## src/common/add_sub_pkg.sv

```systemverilog
// constants, codes and state layout of the add/subtract sequencer
// assumes a single 40 MHz phase clock and a 16-entry private memory
package add_sub_pkg;

   // ----------------------------------------------------------------
   // widths and clock
   // ----------------------------------------------------------------
   localparam int WORD_W        = 32;
   localparam int REG_AW        = 4;
   localparam int REG_DEPTH     = 16;
   localparam int ADDR_W        = 17;
   localparam int BUS_AW        = 5;
   localparam int CLK_PERIOD_NS = 25;

   // ----------------------------------------------------------------
   // opcodes, indirect bit ignored by the decode
   // ----------------------------------------------------------------
   localparam logic [6:0] OPC_ADD_WORD  = 7'h30;
   localparam logic [6:0] OPC_SUB_WORD  = 7'h38;
   localparam logic [6:0] OPC_ADD_DWORD = 7'h10;
   localparam logic [6:0] OPC_SUB_DWORD = 7'h18;

   // overflow trap location
   localparam logic [7:0] TRAP_VECTOR   = 8'h43;

   // ----------------------------------------------------------------
   // register map, word addresses
   // ----------------------------------------------------------------
   localparam logic [BUS_AW-1:0] ADDR_PM_LAST = 5'h0f;
   localparam logic [BUS_AW-1:0] ADDR_STATUS  = 5'h10;
   localparam logic [BUS_AW-1:0] ADDR_CONTROL = 5'h11;
   localparam int  CTRL_MASK_BIT   = 0;
   localparam logic CTRL_MASK_RESET = 1'b0;
   localparam int  STAT_BUSY_BIT   = 4;
   localparam int  STAT_WAIT_BIT   = 5;
   localparam int  STAT_TRAP_BIT   = 6;

   // condition code bit positions, low two give 00/10/01
   localparam int CC_CARRY_BIT = 3;
   localparam int CC_OVF_BIT   = 2;
   localparam int CC_POS_BIT   = 1;
   localparam int CC_NEG_BIT   = 0;
   localparam logic [3:0] CC_RESET = 4'h0;

   // ----------------------------------------------------------------
   // sequencer phases and state
   // ----------------------------------------------------------------
   typedef enum logic [2:0] {
      ST_IDLE        = 3'b000,
      ST_PREPARE     = 3'b001,
      ST_FIRST_EXEC  = 3'b010,
      ST_SECOND_EXEC = 3'b011,
      ST_THIRD_EXEC  = 3'b100,
      ST_RESTORE     = 3'b101
   } phase_t;

   typedef struct packed {
      phase_t              ph;
      logic                dword;
      logic                sub;
      logic [REG_AW-1:0]   rsel;
      logic [WORD_W-1:0]   a;
      logic [WORD_W-1:0]   c;
      logic [WORD_W-1:0]   d;
      logic [ADDR_W-1:0]   b;
      logic [ADDR_W-1:0]   p;
      logic [WORD_W-1:0]   old_lo;
      logic [WORD_W-1:0]   sum;
      logic                adder_plus_preset;
      logic                adder_minus_preset;
      logic                core_request_ff;
      logic                data_wait_ff;
      logic                request_delay_ff;
      logic                rw;
      logic                odd_reg_force_ff;
      logic                b_to_sum_preset;
      logic                hi_reg_to_a_preset;
      logic                low_word_nonzero_ff;
      logic                carry_hold_ff;
      logic                carry_in_ff;
      logic [3:0]          cc;
      logic                trap_req;
      logic                trap_seen;
      logic                done;
      logic                busy;
      logic                long_clock_period;
      logic                mask;
      logic                rdsel;
      logic [WORD_W-1:0]   rd_hold;
   } seq_state_t;

endpackage

```

## src/common/pm_if.sv

```systemverilog
// carrier between the sequencer and the private memory array
// assumes one write port and two registered read ports
`timescale 1ns/100ps
interface pm_if #(
   parameter int AW = 4,
   parameter int DW = 32
);
   logic          we;
   logic [AW-1:0] waddr;
   logic [DW-1:0] wdata;
   logic          re_a;
   logic [AW-1:0] raddr_a;
   logic [DW-1:0] rdata_a;
   logic          re_b;
   logic [AW-1:0] raddr_b;
   logic [DW-1:0] rdata_b;

   modport core (
      output we, waddr, wdata, re_a, raddr_a, re_b, raddr_b,
      input  rdata_a, rdata_b
   );
   modport mem (
      input  we, waddr, wdata, re_a, raddr_a, re_b, raddr_b,
      output rdata_a, rdata_b
   );
endinterface

```

## src/add_sub_exec.sv

```systemverilog
// execution sequencer and adder for word and doubleword add/subtract
// assumes operands of the generic preparation arrive with start
//
// Decided for this implementation: strobed register access and the register offsets.
`timescale 1ns/100ps
module add_sub_exec
   import add_sub_pkg::*;
(
   input  wire logic              sys_clk,
   input  wire logic              rst_n,
   input  wire logic              start,
   input  wire logic [7:0]        opcode,
   input  wire logic [REG_AW-1:0] reg_field,
   input  wire logic [WORD_W-1:0] eff_word,
   input  wire logic [ADDR_W-1:0] hi_word_addr,
   input  wire logic [ADDR_W-1:0] next_pc,
   input  wire logic [WORD_W-1:0] mem_data,
   input  wire logic              mem_release,
   input  wire logic [BUS_AW-1:0] bus_addr,
   input  wire logic [WORD_W-1:0] bus_wdata,
   input  wire logic              bus_wr,
   input  wire logic              bus_rd,
   output logic      [WORD_W-1:0] bus_rdata,
   output logic                   busy,
   output logic                   done,
   output logic                   core_req,
   output logic      [ADDR_W-1:0] core_addr,
   output logic                   data_wait,
   output logic      [WORD_W-1:0] sum_bus,
   output logic      [3:0]        cond_code,
   output logic                   trap_req,
   output logic      [7:0]        trap_vector,
   output logic                   long_clock_period
);

   seq_state_t            st_ff;
   seq_state_t            nxt_st;
   logic [WORD_W-1:0]     dd;
   logic                  cin;
   logic [WORD_W:0]       add_res;
   logic [WORD_W-1:0]     res;
   logic                  ovf;
   logic                  trap;
   logic [6:0]            opc;
   logic                  op_word;
   logic                  op_dword;
   logic                  op_sub;
   logic                  pm_hit;

   pm_if #(.AW(REG_AW), .DW(WORD_W)) pm ();

   pm_regs #(.DEPTH(REG_DEPTH)) u_regs (
      .sys_clk (sys_clk),
      .rst_n   (rst_n),
      .pm      (pm)
   );

   // ----------------------------------------------------------------
   // condition codes from a finished result
   // ----------------------------------------------------------------
   function automatic logic [3:0] codes(input logic carry,
                                        input logic over,
                                        input logic nonzero,
                                        input logic negative);
      logic [3:0] cc;
      cc               = CC_RESET;
      cc[CC_CARRY_BIT] = carry;
      cc[CC_OVF_BIT]   = over;
      cc[CC_POS_BIT]   = nonzero && !negative;
      cc[CC_NEG_BIT]   = negative;
      return cc;
   endfunction

   // ----------------------------------------------------------------
   // opcode decode, indirect bit dropped
   // ----------------------------------------------------------------
   assign opc      = opcode[6:0];
   assign op_word  = (opc == OPC_ADD_WORD) || (opc == OPC_SUB_WORD);
   assign op_dword = (opc == OPC_ADD_DWORD) || (opc == OPC_SUB_DWORD);
   assign op_sub   = (opc == OPC_SUB_WORD) || (opc == OPC_SUB_DWORD);
   assign pm_hit   = (bus_addr <= ADDR_PM_LAST);

   // ----------------------------------------------------------------
   // adder: subtract as a + ~d + carry
   // ----------------------------------------------------------------
   always_comb begin
      dd      = st_ff.sub ? ~st_ff.d : st_ff.d;
      // low word starts with the subtract one, high word with the hold
      cin     = (st_ff.ph == ST_THIRD_EXEC) ? st_ff.carry_in_ff
                                            : st_ff.sub;
      add_res = {1'b0, st_ff.a} + {1'b0, dd} + {{WORD_W{1'b0}}, cin};
      res     = add_res[WORD_W-1:0];
      ovf     = (st_ff.a[WORD_W-1] == dd[WORD_W-1]) &&
                (res[WORD_W-1] != st_ff.a[WORD_W-1]);
      trap    = ovf && st_ff.mask;
   end

   // ----------------------------------------------------------------
   // sequencer, private memory ports and register bus
   // ----------------------------------------------------------------
   always_comb begin
      nxt_st          = st_ff;
      nxt_st.done     = 1'b0;
      nxt_st.trap_req = 1'b0;
      pm.we           = 1'b0;
      pm.waddr        = st_ff.rsel;
      pm.wdata        = res;
      pm.re_a         = 1'b0;
      pm.raddr_a      = st_ff.rsel;
      pm.re_b         = 1'b0;
      pm.raddr_b      = bus_addr[REG_AW-1:0];

      // release retires the request; later sets below win
      if (mem_release) begin
         nxt_st.core_request_ff = 1'b0;
         nxt_st.data_wait_ff    = 1'b0;
      end
      // delay flop cleared one clock ago raises the wait flag now
      if (!st_ff.request_delay_ff) begin
         nxt_st.data_wait_ff     = 1'b1;
         nxt_st.request_delay_ff = 1'b1;
      end

      unique case (st_ff.ph)
         ST_IDLE: begin
            // start while the wait flag stands would lose a clock
            if (start && !st_ff.data_wait_ff && (op_word || op_dword)) begin
               nxt_st.ph    = ST_PREPARE;
               nxt_st.dword = op_dword;
               nxt_st.sub   = op_sub;
               nxt_st.rsel  = reg_field;
               nxt_st.c     = eff_word;
               nxt_st.d     = eff_word;
               nxt_st.p     = op_dword ? hi_word_addr : next_pc;
               nxt_st.b     = next_pc;
               pm.re_a      = 1'b1;
               // doubleword reads the odd partner first
               pm.raddr_a   = op_dword ? {reg_field[REG_AW-1:1], 1'b1}
                                       : reg_field;
            end
         end
         ST_PREPARE: begin
            nxt_st.a                  = pm.rdata_a;
            nxt_st.old_lo             = pm.rdata_a;
            nxt_st.adder_plus_preset  = !st_ff.sub;
            nxt_st.adder_minus_preset = st_ff.sub;
            nxt_st.core_request_ff    = 1'b1;
            nxt_st.rw                 = 1'b1;
            if (st_ff.dword) begin
               nxt_st.request_delay_ff = 1'b0;
               nxt_st.odd_reg_force_ff = 1'b1;
            end
            nxt_st.ph = ST_FIRST_EXEC;
         end
         ST_FIRST_EXEC: begin
            nxt_st.sum                = res;
            nxt_st.adder_plus_preset  = 1'b0;
            nxt_st.adder_minus_preset = 1'b0;
            nxt_st.rw                 = 1'b0;
            nxt_st.odd_reg_force_ff   = 1'b0;
            pm.waddr = {st_ff.rsel[REG_AW-1:1],
                        st_ff.rsel[0] | st_ff.odd_reg_force_ff};
            if (!st_ff.dword) begin
               // a trapped result never reaches the register
               pm.we           = st_ff.rw && !trap;
               nxt_st.cc       = codes(add_res[WORD_W], ovf,
                                       res != '0,
                                       res[WORD_W-1]);
               nxt_st.trap_req = trap;
               nxt_st.done     = 1'b1;
               nxt_st.ph       = ST_IDLE;
            end else begin
               pm.we                      = st_ff.rw;
               nxt_st.low_word_nonzero_ff = (res != '0);
               nxt_st.carry_hold_ff       = add_res[WORD_W];
               nxt_st.b_to_sum_preset     = 1'b1;
               nxt_st.hi_reg_to_a_preset  = 1'b1;
               pm.re_a                    = 1'b1;
               pm.raddr_a                 = st_ff.rsel;
               nxt_st.ph                  = ST_SECOND_EXEC;
            end
         end
         ST_SECOND_EXEC: begin
            // no phase clock until core memory releases the word
            if (!st_ff.data_wait_ff || mem_release) begin
               if (st_ff.b_to_sum_preset) begin
                  nxt_st.sum = {{(WORD_W-ADDR_W){1'b0}}, st_ff.b};
                  nxt_st.p   = st_ff.b;
               end
               if (st_ff.hi_reg_to_a_preset)
                  nxt_st.a = pm.rdata_a;
               nxt_st.c                  = mem_data;
               nxt_st.d                  = mem_data;
               nxt_st.b_to_sum_preset    = 1'b0;
               nxt_st.hi_reg_to_a_preset = 1'b0;
               nxt_st.adder_plus_preset  = !st_ff.sub;
               nxt_st.adder_minus_preset = st_ff.sub;
               nxt_st.core_request_ff    = 1'b1;
               nxt_st.request_delay_ff   = 1'b0;
               nxt_st.rw                 = 1'b1;
               nxt_st.carry_in_ff        = st_ff.carry_hold_ff;
               nxt_st.ph                 = ST_THIRD_EXEC;
            end
         end
         ST_THIRD_EXEC: begin
            nxt_st.sum                = res;
            nxt_st.adder_plus_preset  = 1'b0;
            nxt_st.adder_minus_preset = 1'b0;
            nxt_st.rw                 = 1'b0;
            pm.we                     = st_ff.rw && !trap;
            nxt_st.cc = codes(add_res[WORD_W], ovf,
                              st_ff.low_word_nonzero_ff || (res != '0),
                              res[WORD_W-1]);
            nxt_st.trap_req = trap;
            nxt_st.done     = !trap;
            nxt_st.ph       = trap ? ST_RESTORE : ST_IDLE;
         end
         ST_RESTORE: begin
            // low word went out already; put the old one back, but
            // only once the pending core word has been released
            pm.waddr = {st_ff.rsel[REG_AW-1:1], 1'b1};
            pm.wdata = st_ff.old_lo;
            if (!st_ff.data_wait_ff || mem_release) begin
               pm.we       = 1'b1;
               nxt_st.done = 1'b1;
               nxt_st.ph   = ST_IDLE;
            end
         end
         default: begin
            nxt_st.ph = ST_IDLE;
         end
      endcase

      if (nxt_st.trap_req)
         nxt_st.trap_seen = 1'b1;

      // long period whenever an exec phase writes a register
      nxt_st.long_clock_period = nxt_st.rw &&
         ((nxt_st.ph == ST_FIRST_EXEC) ||
          (nxt_st.ph == ST_THIRD_EXEC));
      nxt_st.busy = (nxt_st.ph != ST_IDLE) || nxt_st.data_wait_ff;

      // bus writes lose to a sequencer write in the same cycle
      if (bus_wr && pm_hit && !pm.we) begin
         pm.we    = 1'b1;
         pm.waddr = bus_addr[REG_AW-1:0];
         pm.wdata = bus_wdata;
      end
      if (bus_wr && (bus_addr == ADDR_CONTROL))
         nxt_st.mask = bus_wdata[CTRL_MASK_BIT];
      if (bus_wr && (bus_addr == ADDR_STATUS) &&
          bus_wdata[STAT_TRAP_BIT] && !nxt_st.trap_req)
         nxt_st.trap_seen = 1'b0;

      // read answers: memory word or a held status/control word
      if (bus_rd) begin
         pm.re_b        = pm_hit;
         nxt_st.rdsel   = pm_hit;
         nxt_st.rd_hold = '0;
         if (bus_addr == ADDR_STATUS) begin
            nxt_st.rd_hold[3:0]          = st_ff.cc;
            nxt_st.rd_hold[STAT_BUSY_BIT] = st_ff.busy;
            nxt_st.rd_hold[STAT_WAIT_BIT] = st_ff.data_wait_ff;
            nxt_st.rd_hold[STAT_TRAP_BIT] = st_ff.trap_seen;
         end
         if (bus_addr == ADDR_CONTROL)
            nxt_st.rd_hold[CTRL_MASK_BIT] = st_ff.mask;
      end
   end

   // ----------------------------------------------------------------
   // state register
   // ----------------------------------------------------------------
   always_ff @(posedge sys_clk or negedge rst_n) begin
      if (!rst_n) begin
         st_ff                  <= '0;
         st_ff.ph               <= ST_IDLE;
         st_ff.request_delay_ff <= 1'b1;
         st_ff.cc               <= CC_RESET;
         st_ff.mask             <= CTRL_MASK_RESET;
      end else begin
         st_ff <= nxt_st;
      end
   end

   // outputs straight off the state register, except trap_vector, which is the constant TRAP_VECTOR
   assign busy              = st_ff.busy;
   assign done              = st_ff.done;
   assign core_req          = st_ff.core_request_ff;
   assign core_addr         = st_ff.p;
   assign data_wait         = st_ff.data_wait_ff;
   assign sum_bus           = st_ff.sum;
   assign cond_code         = st_ff.cc;
   assign trap_req          = st_ff.trap_req;
   assign trap_vector       = TRAP_VECTOR;
   assign long_clock_period = st_ff.long_clock_period;
   // memory words come from the array's read register
   assign bus_rdata         = st_ff.rdsel ? pm.rdata_b : st_ff.rd_hold;

endmodule

```

## src/pm_regs.sv

```systemverilog
// private memory register array, registered read data
// assumes the sequencer never reads and writes one entry in one cycle
`timescale 1ns/100ps
module pm_regs
   import add_sub_pkg::*;
#(
   parameter int DEPTH = REG_DEPTH
) (
   input wire logic sys_clk,
   input wire logic rst_n,
   pm_if.mem        pm
);

   // refuse, at elaboration, a depth the register field cannot address
   if (DEPTH != (1 << REG_AW)) begin : g_depth_check
      $error("pm_regs: depth must match the register field");
   end

   logic [WORD_W-1:0] mem_ff [DEPTH];

   // ----------------------------------------------------------------
   // storage, no reset so it maps onto plain ram
   // ----------------------------------------------------------------
   always_ff @(posedge sys_clk) begin
      if (pm.we)
         mem_ff[pm.waddr] <= pm.wdata;
   end

   // read ports hold their word until the next enabled read
   always_ff @(posedge sys_clk or negedge rst_n) begin
      if (!rst_n) begin
         pm.rdata_a <= '0;
         pm.rdata_b <= '0;
      end else begin
         if (pm.re_a)
            pm.rdata_a <= mem_ff[pm.raddr_a];
         if (pm.re_b)
            pm.rdata_b <= mem_ff[pm.raddr_b];
      end
   end

endmodule

```

## config.mk

```make
export PLATFORM = sky130hd
export DESIGN_NAME = add_sub_exec
export DESIGN_NICKNAME = d
export VERILOG_FILES = /design/src/common/add_sub_pkg.sv /design/src/common/pm_if.sv /design/src/add_sub_exec.sv /design/src/pm_regs.sv
export SDC_FILE = /design/constraint.sdc
export NUM_CORES = 2
export LEC_CHECK = 0
export ABC_AREA = 1
export BUFFER_PORTS_ARGS = -buffer_cell sky130_fd_sc_hd__buf_2
export CORE_MARGIN = 4
export CORE_UTILIZATION = 45
export DETAILED_ROUTE_END_ITERATION = 12
export GPL_TIMING_DRIVEN = 0
export PLACE_DENSITY_LB_ADDON = 0.05
export REMOVE_ABC_BUFFERS = 1
export SYNTH_ARGS = -nofsm -noshare
export SYNTH_HDL_FRONTEND = slang
export SYNTH_SLANG_ARGS = --single-unit
```

## constraint.sdc

```tcl
create_clock -name sys_clk -period 9.7 [get_ports sys_clk]
set_input_delay 1.455 -clock sys_clk [delete_from_list [all_inputs] [get_ports sys_clk]]
set_output_delay 1.455 -clock sys_clk [all_outputs]
set_load 0.02 [all_outputs]
```

==> flow_summary_export.csv <==
group,metric,value,unit
cts,cts.clk_slew.worst_paths,0.06,ns
logic_synthesis,yosys-top-cells-area,"edfxtp_1 (40%), dfrtp_1 (17%), o21ai_0 (6.8%), nand2_1 (5.8%), a21oi_1 (5.5%)",
setup_path,r2r_end,"u_regs.mem_ff[13][26]$_DFFE_PP_",
logic_synthesis,syn_avg_cell_area,9.36,µm²
sta,tightest_slew,1.38,ns
run_status,status,"complete, no violations",
logic_synthesis,syn_inst,4103,
cts,clock_sinks,774,
detailed_routing,drt_wl_total,141000,µm
final_layout,diodes,0,
detailed_routing,vias_per_cell,5.91,
setup_path,crit_type,"reg2reg",
setup_path,path_max_fanout,16,
min_path,min_to,"data_wait$_DFF_PN0_",
sta,clock.fmax,0.159,GHz
floorplanning,core,84100,µm²
cts,clock_latency,0.64,ns
logic_synthesis,synth_most_common_cell,"nand2_1",
place,finalWeightedCongestion,0.934,
setup_path,rr_startpoint,"st_ff[255]$_DFF_PN0_",
cts,ctsHoldBuffers,0,
sta,timing.hold.ws,0.447,ns
place,dpl_cell_area,41400,µm²
grt,antenna_found_initial,0,
final_layout,drive_gt1_frac,0.121,
grt,grt_pass1_vias,29700,
sta,post-route-min-period,6.27,ns
logic_synthesis,ys_ff_latch,774,
cts,clock_path_buffers,3,
setup_path,rr_worst_depth,25,
detailed_routing,vias,31900,
sta,finalSetupTns,0,ns
logic_synthesis,synth-async-reset-ratio,0.339,
logic_synthesis,ys.flop_type,"edfxtp_1",
cts,cts.htree.levels,3,
min_path,worstHoldPathCells,1,
final_layout,stdcell_count,5395,
pwr,p_leak,17.7,nW
setup_path,critPathLaunchType,"flop",
floorplanning,die_w,300,µm
floorplanning,num_rows,106,
floorplanning,initial_utilization,0.457,
floorplanning,die_area,90000,µm²
detailed_routing,first_iter_violations,3450,
setup_path,crit_path_end_kind,"flop",
detailed_routing,ant_nets,0,
sta,fin_ws,3.43,ns
place,hpwl,92100,µm
place,port_buffers,242,
final_layout,area_growth_syn_to_layout,15.6,%
final_layout,nets,4374,
setup_path,rrSetupSlack,3.43,ns
logic_synthesis,yosys-top-cells-count,"nand2_1 (594), o21ai_0 (522), edfxtp_1 (512)",
logic_synthesis,yosysWarnings,0,
min_path,hp-class,"reg2reg",
logic_synthesis,ys_seq_area_frac,0.571,
logic_synthesis,synthDistinctLibCells,54,
cts,cts-root-buf,"clkbuf_16",
pwr,total_power,16.2,mW
grt,grt_pass1_wl,202000,µm
final_layout,final_util,0.528,
sta,finalSetupViolations,0,
cts,cts-buffers-inserted,87,
detailed_routing,dr.pass1.iters,8,
detailed_routing,wire_per_inst,26.1,µm
floorplanning,dieHeight,300,µm
final_layout,final_area,44400,µm²
logic_synthesis,synth_top_area_frac,0.401,
pwr,p_per_area,364,nW/µm²
grt,use_met2,0.495,
logic_synthesis,yosysTopAreaCell,"edfxtp_1",
detailed_routing,drc_errors,0,
sta,finClkSkew,0.0194,ns
run,drv_cap,0,
sta,final-hold-violation-count,0,
grt,grt.overflow.total,0,
grt,use_met3,0.0407,
cts,cts-resized-gates,0,
cts,cts_tree,"done",
grt,busiest_layer,"met2",
logic_synthesis,synth-edff-count,512,
place,place_inst,5232,
grt,grt.total_usage,0.305,
grt,grt_max_degree,141,
setup_path,cp_data_arrival_time,6.50,ns
setup_path,crit_required,9.93,ns
min_path,worstHoldStart,"st_ff[50]$_DFF_PN1_",
pwr,ir_worst_vdd,0.000172,V
logic_synthesis,synthesis.area,38400,µm²
sta,rsz0062_at_grt,"no",
floorplanning,io_pins,252,
sta,period_share,0.646,
sta,maxSlewHeadroom,0.0786,
grt,use_met1,0.430,
place,pre_cts_ws,3.15,ns
sta,maxSlewViolCount,0,
cts,cts_setup_buffers,0,
-- critical path, stage by stage, from the launching register on --
cell     delay, ns
dfrtp_1       0.40
nor2_1        0.10
inv_1         0.08
nor2_1        0.48
inv_1         0.19
nand2_1       0.09
o21ai_0       0.12
fa_1          0.48
inv_1         0.08
nand3_1       0.07
nand2_1       0.15
nand2_1       0.09
nand2_1       0.13
nand2_1       0.08
nand2_2       0.13
nand2_1       0.11
nand3_1       0.14
nand2_1       0.07
nor2_1        0.48
nand3_1       0.15
nand2_1       0.09
nand4_1       0.46
buf_8         0.37
buf_16        0.17
buf_8         0.16
a31oi_1       0.97
-- registers in the layout, indices dropped and copies added (netlist names) --
name and flops:
u_regs.mem_ff 512, u_regs.pm.rdata_b 32, core_addr 17, busy 1
st_ff 139, trap_req 1, long_clock_period 1, data_wait 1
sum_bus 32, done 1, core_req 1, u_regs.pm.rdata_a 32
cond_code 4
-- per-layer routing --
| metal | wire [µm] | vias to the layer above | share of wire |
|---|---|---|---|
| met4 | 4440 | 0 | 0.031 |
| li1 | - | 14600 | - |
| met1 | 59700 | 15500 | 0.42 |
| met5 | 0 | - | 0 |
| met2 | 65100 | 1533 | 0.46 |
| met3 | 11700 | 278 | 0.083 |
-- cells in the final DEF, fill, tap and decap left out, types with 95 or more instances in the layout --
master,n
buf_2,240
clkbuf_16,95
edfxtp_1,512
nor2_1,323
a22oi_1,97
a21oi_1,422
nand3_1,142
nand2_1,590
dfrtp_1,259
inv_1,362
o21ai_0,516
-- power by group --
part           internal, mW  leakage [nW]  total, mW  switching, mW
combinational          1.93          8.62       7.04           5.10
clock                  1.97          1.41       3.33           1.36
sequential             5.39          7.69       5.80          0.411
-- area by class of cell --
| type | count | area (µm²) |
|---|---|---|
| fillers | 7758 | 39700 |
| flip-flops and latches | 774 | 21900 |
| well taps | 1134 | 1420 |
| clock buffers | 137 | 2670 |
| multi-input cells | 2630 | 13800 |
| inverters | 374 | 1430 |
| clock inverters | 25 | 235 |
| repair buffers | 321 | 2920 |
-- kinds of logic (layout without fill, tap and decap cells) --
| kind of cell | count (synthesis) | in the layout | share of synthesized area |
|---|---|---|---|
| muxes | 4 | 4 | 0.00114 |
| DFF | 774 | 774 | 0.571 |
| and+or+nand+nor | 1125 | 1125 | 0.118 |
| adders and majority gates | 33 | 33 | 0.0111 |
| AOI/OAI and AO/OA | 1412 | 1412 | 0.210 |
| xor gates and xnor gates | 48 | 48 | 0.0110 |
| other | 2 | 8 | 0.000196 |
| buffers and inverters | 705 | 857 | 0.0778 |
-- worst max path at each step --
stage | startpoint | to | depth (start not counted)
after global routing | st_ff[255]$_DFF_PN0_ | u_regs.mem_ff[13][26]$_DFFE_PP_ | 25
after detailed placement | opcode[1] | u_regs.pm.rdata_a[10]$_DFFE_PN0P_ | 17
final | st_ff[255]$_DFF_PN0_ | u_regs.mem_ff[13][26]$_DFFE_PP_ | 25
after global placement | bus_addr[0] | u_regs.pm.rdata_b[17]$_DFFE_PN0P_ | 7
after CTS | st_ff[255]$_DFF_PN0_ | u_regs.mem_ff[13][26]$_DFFE_PP_ | 25
after floorplan | bus_addr[0] | u_regs.pm.rdata_b[17]$_DFFE_PN0P_ | 6
Power figures use the tool's default switching activity.
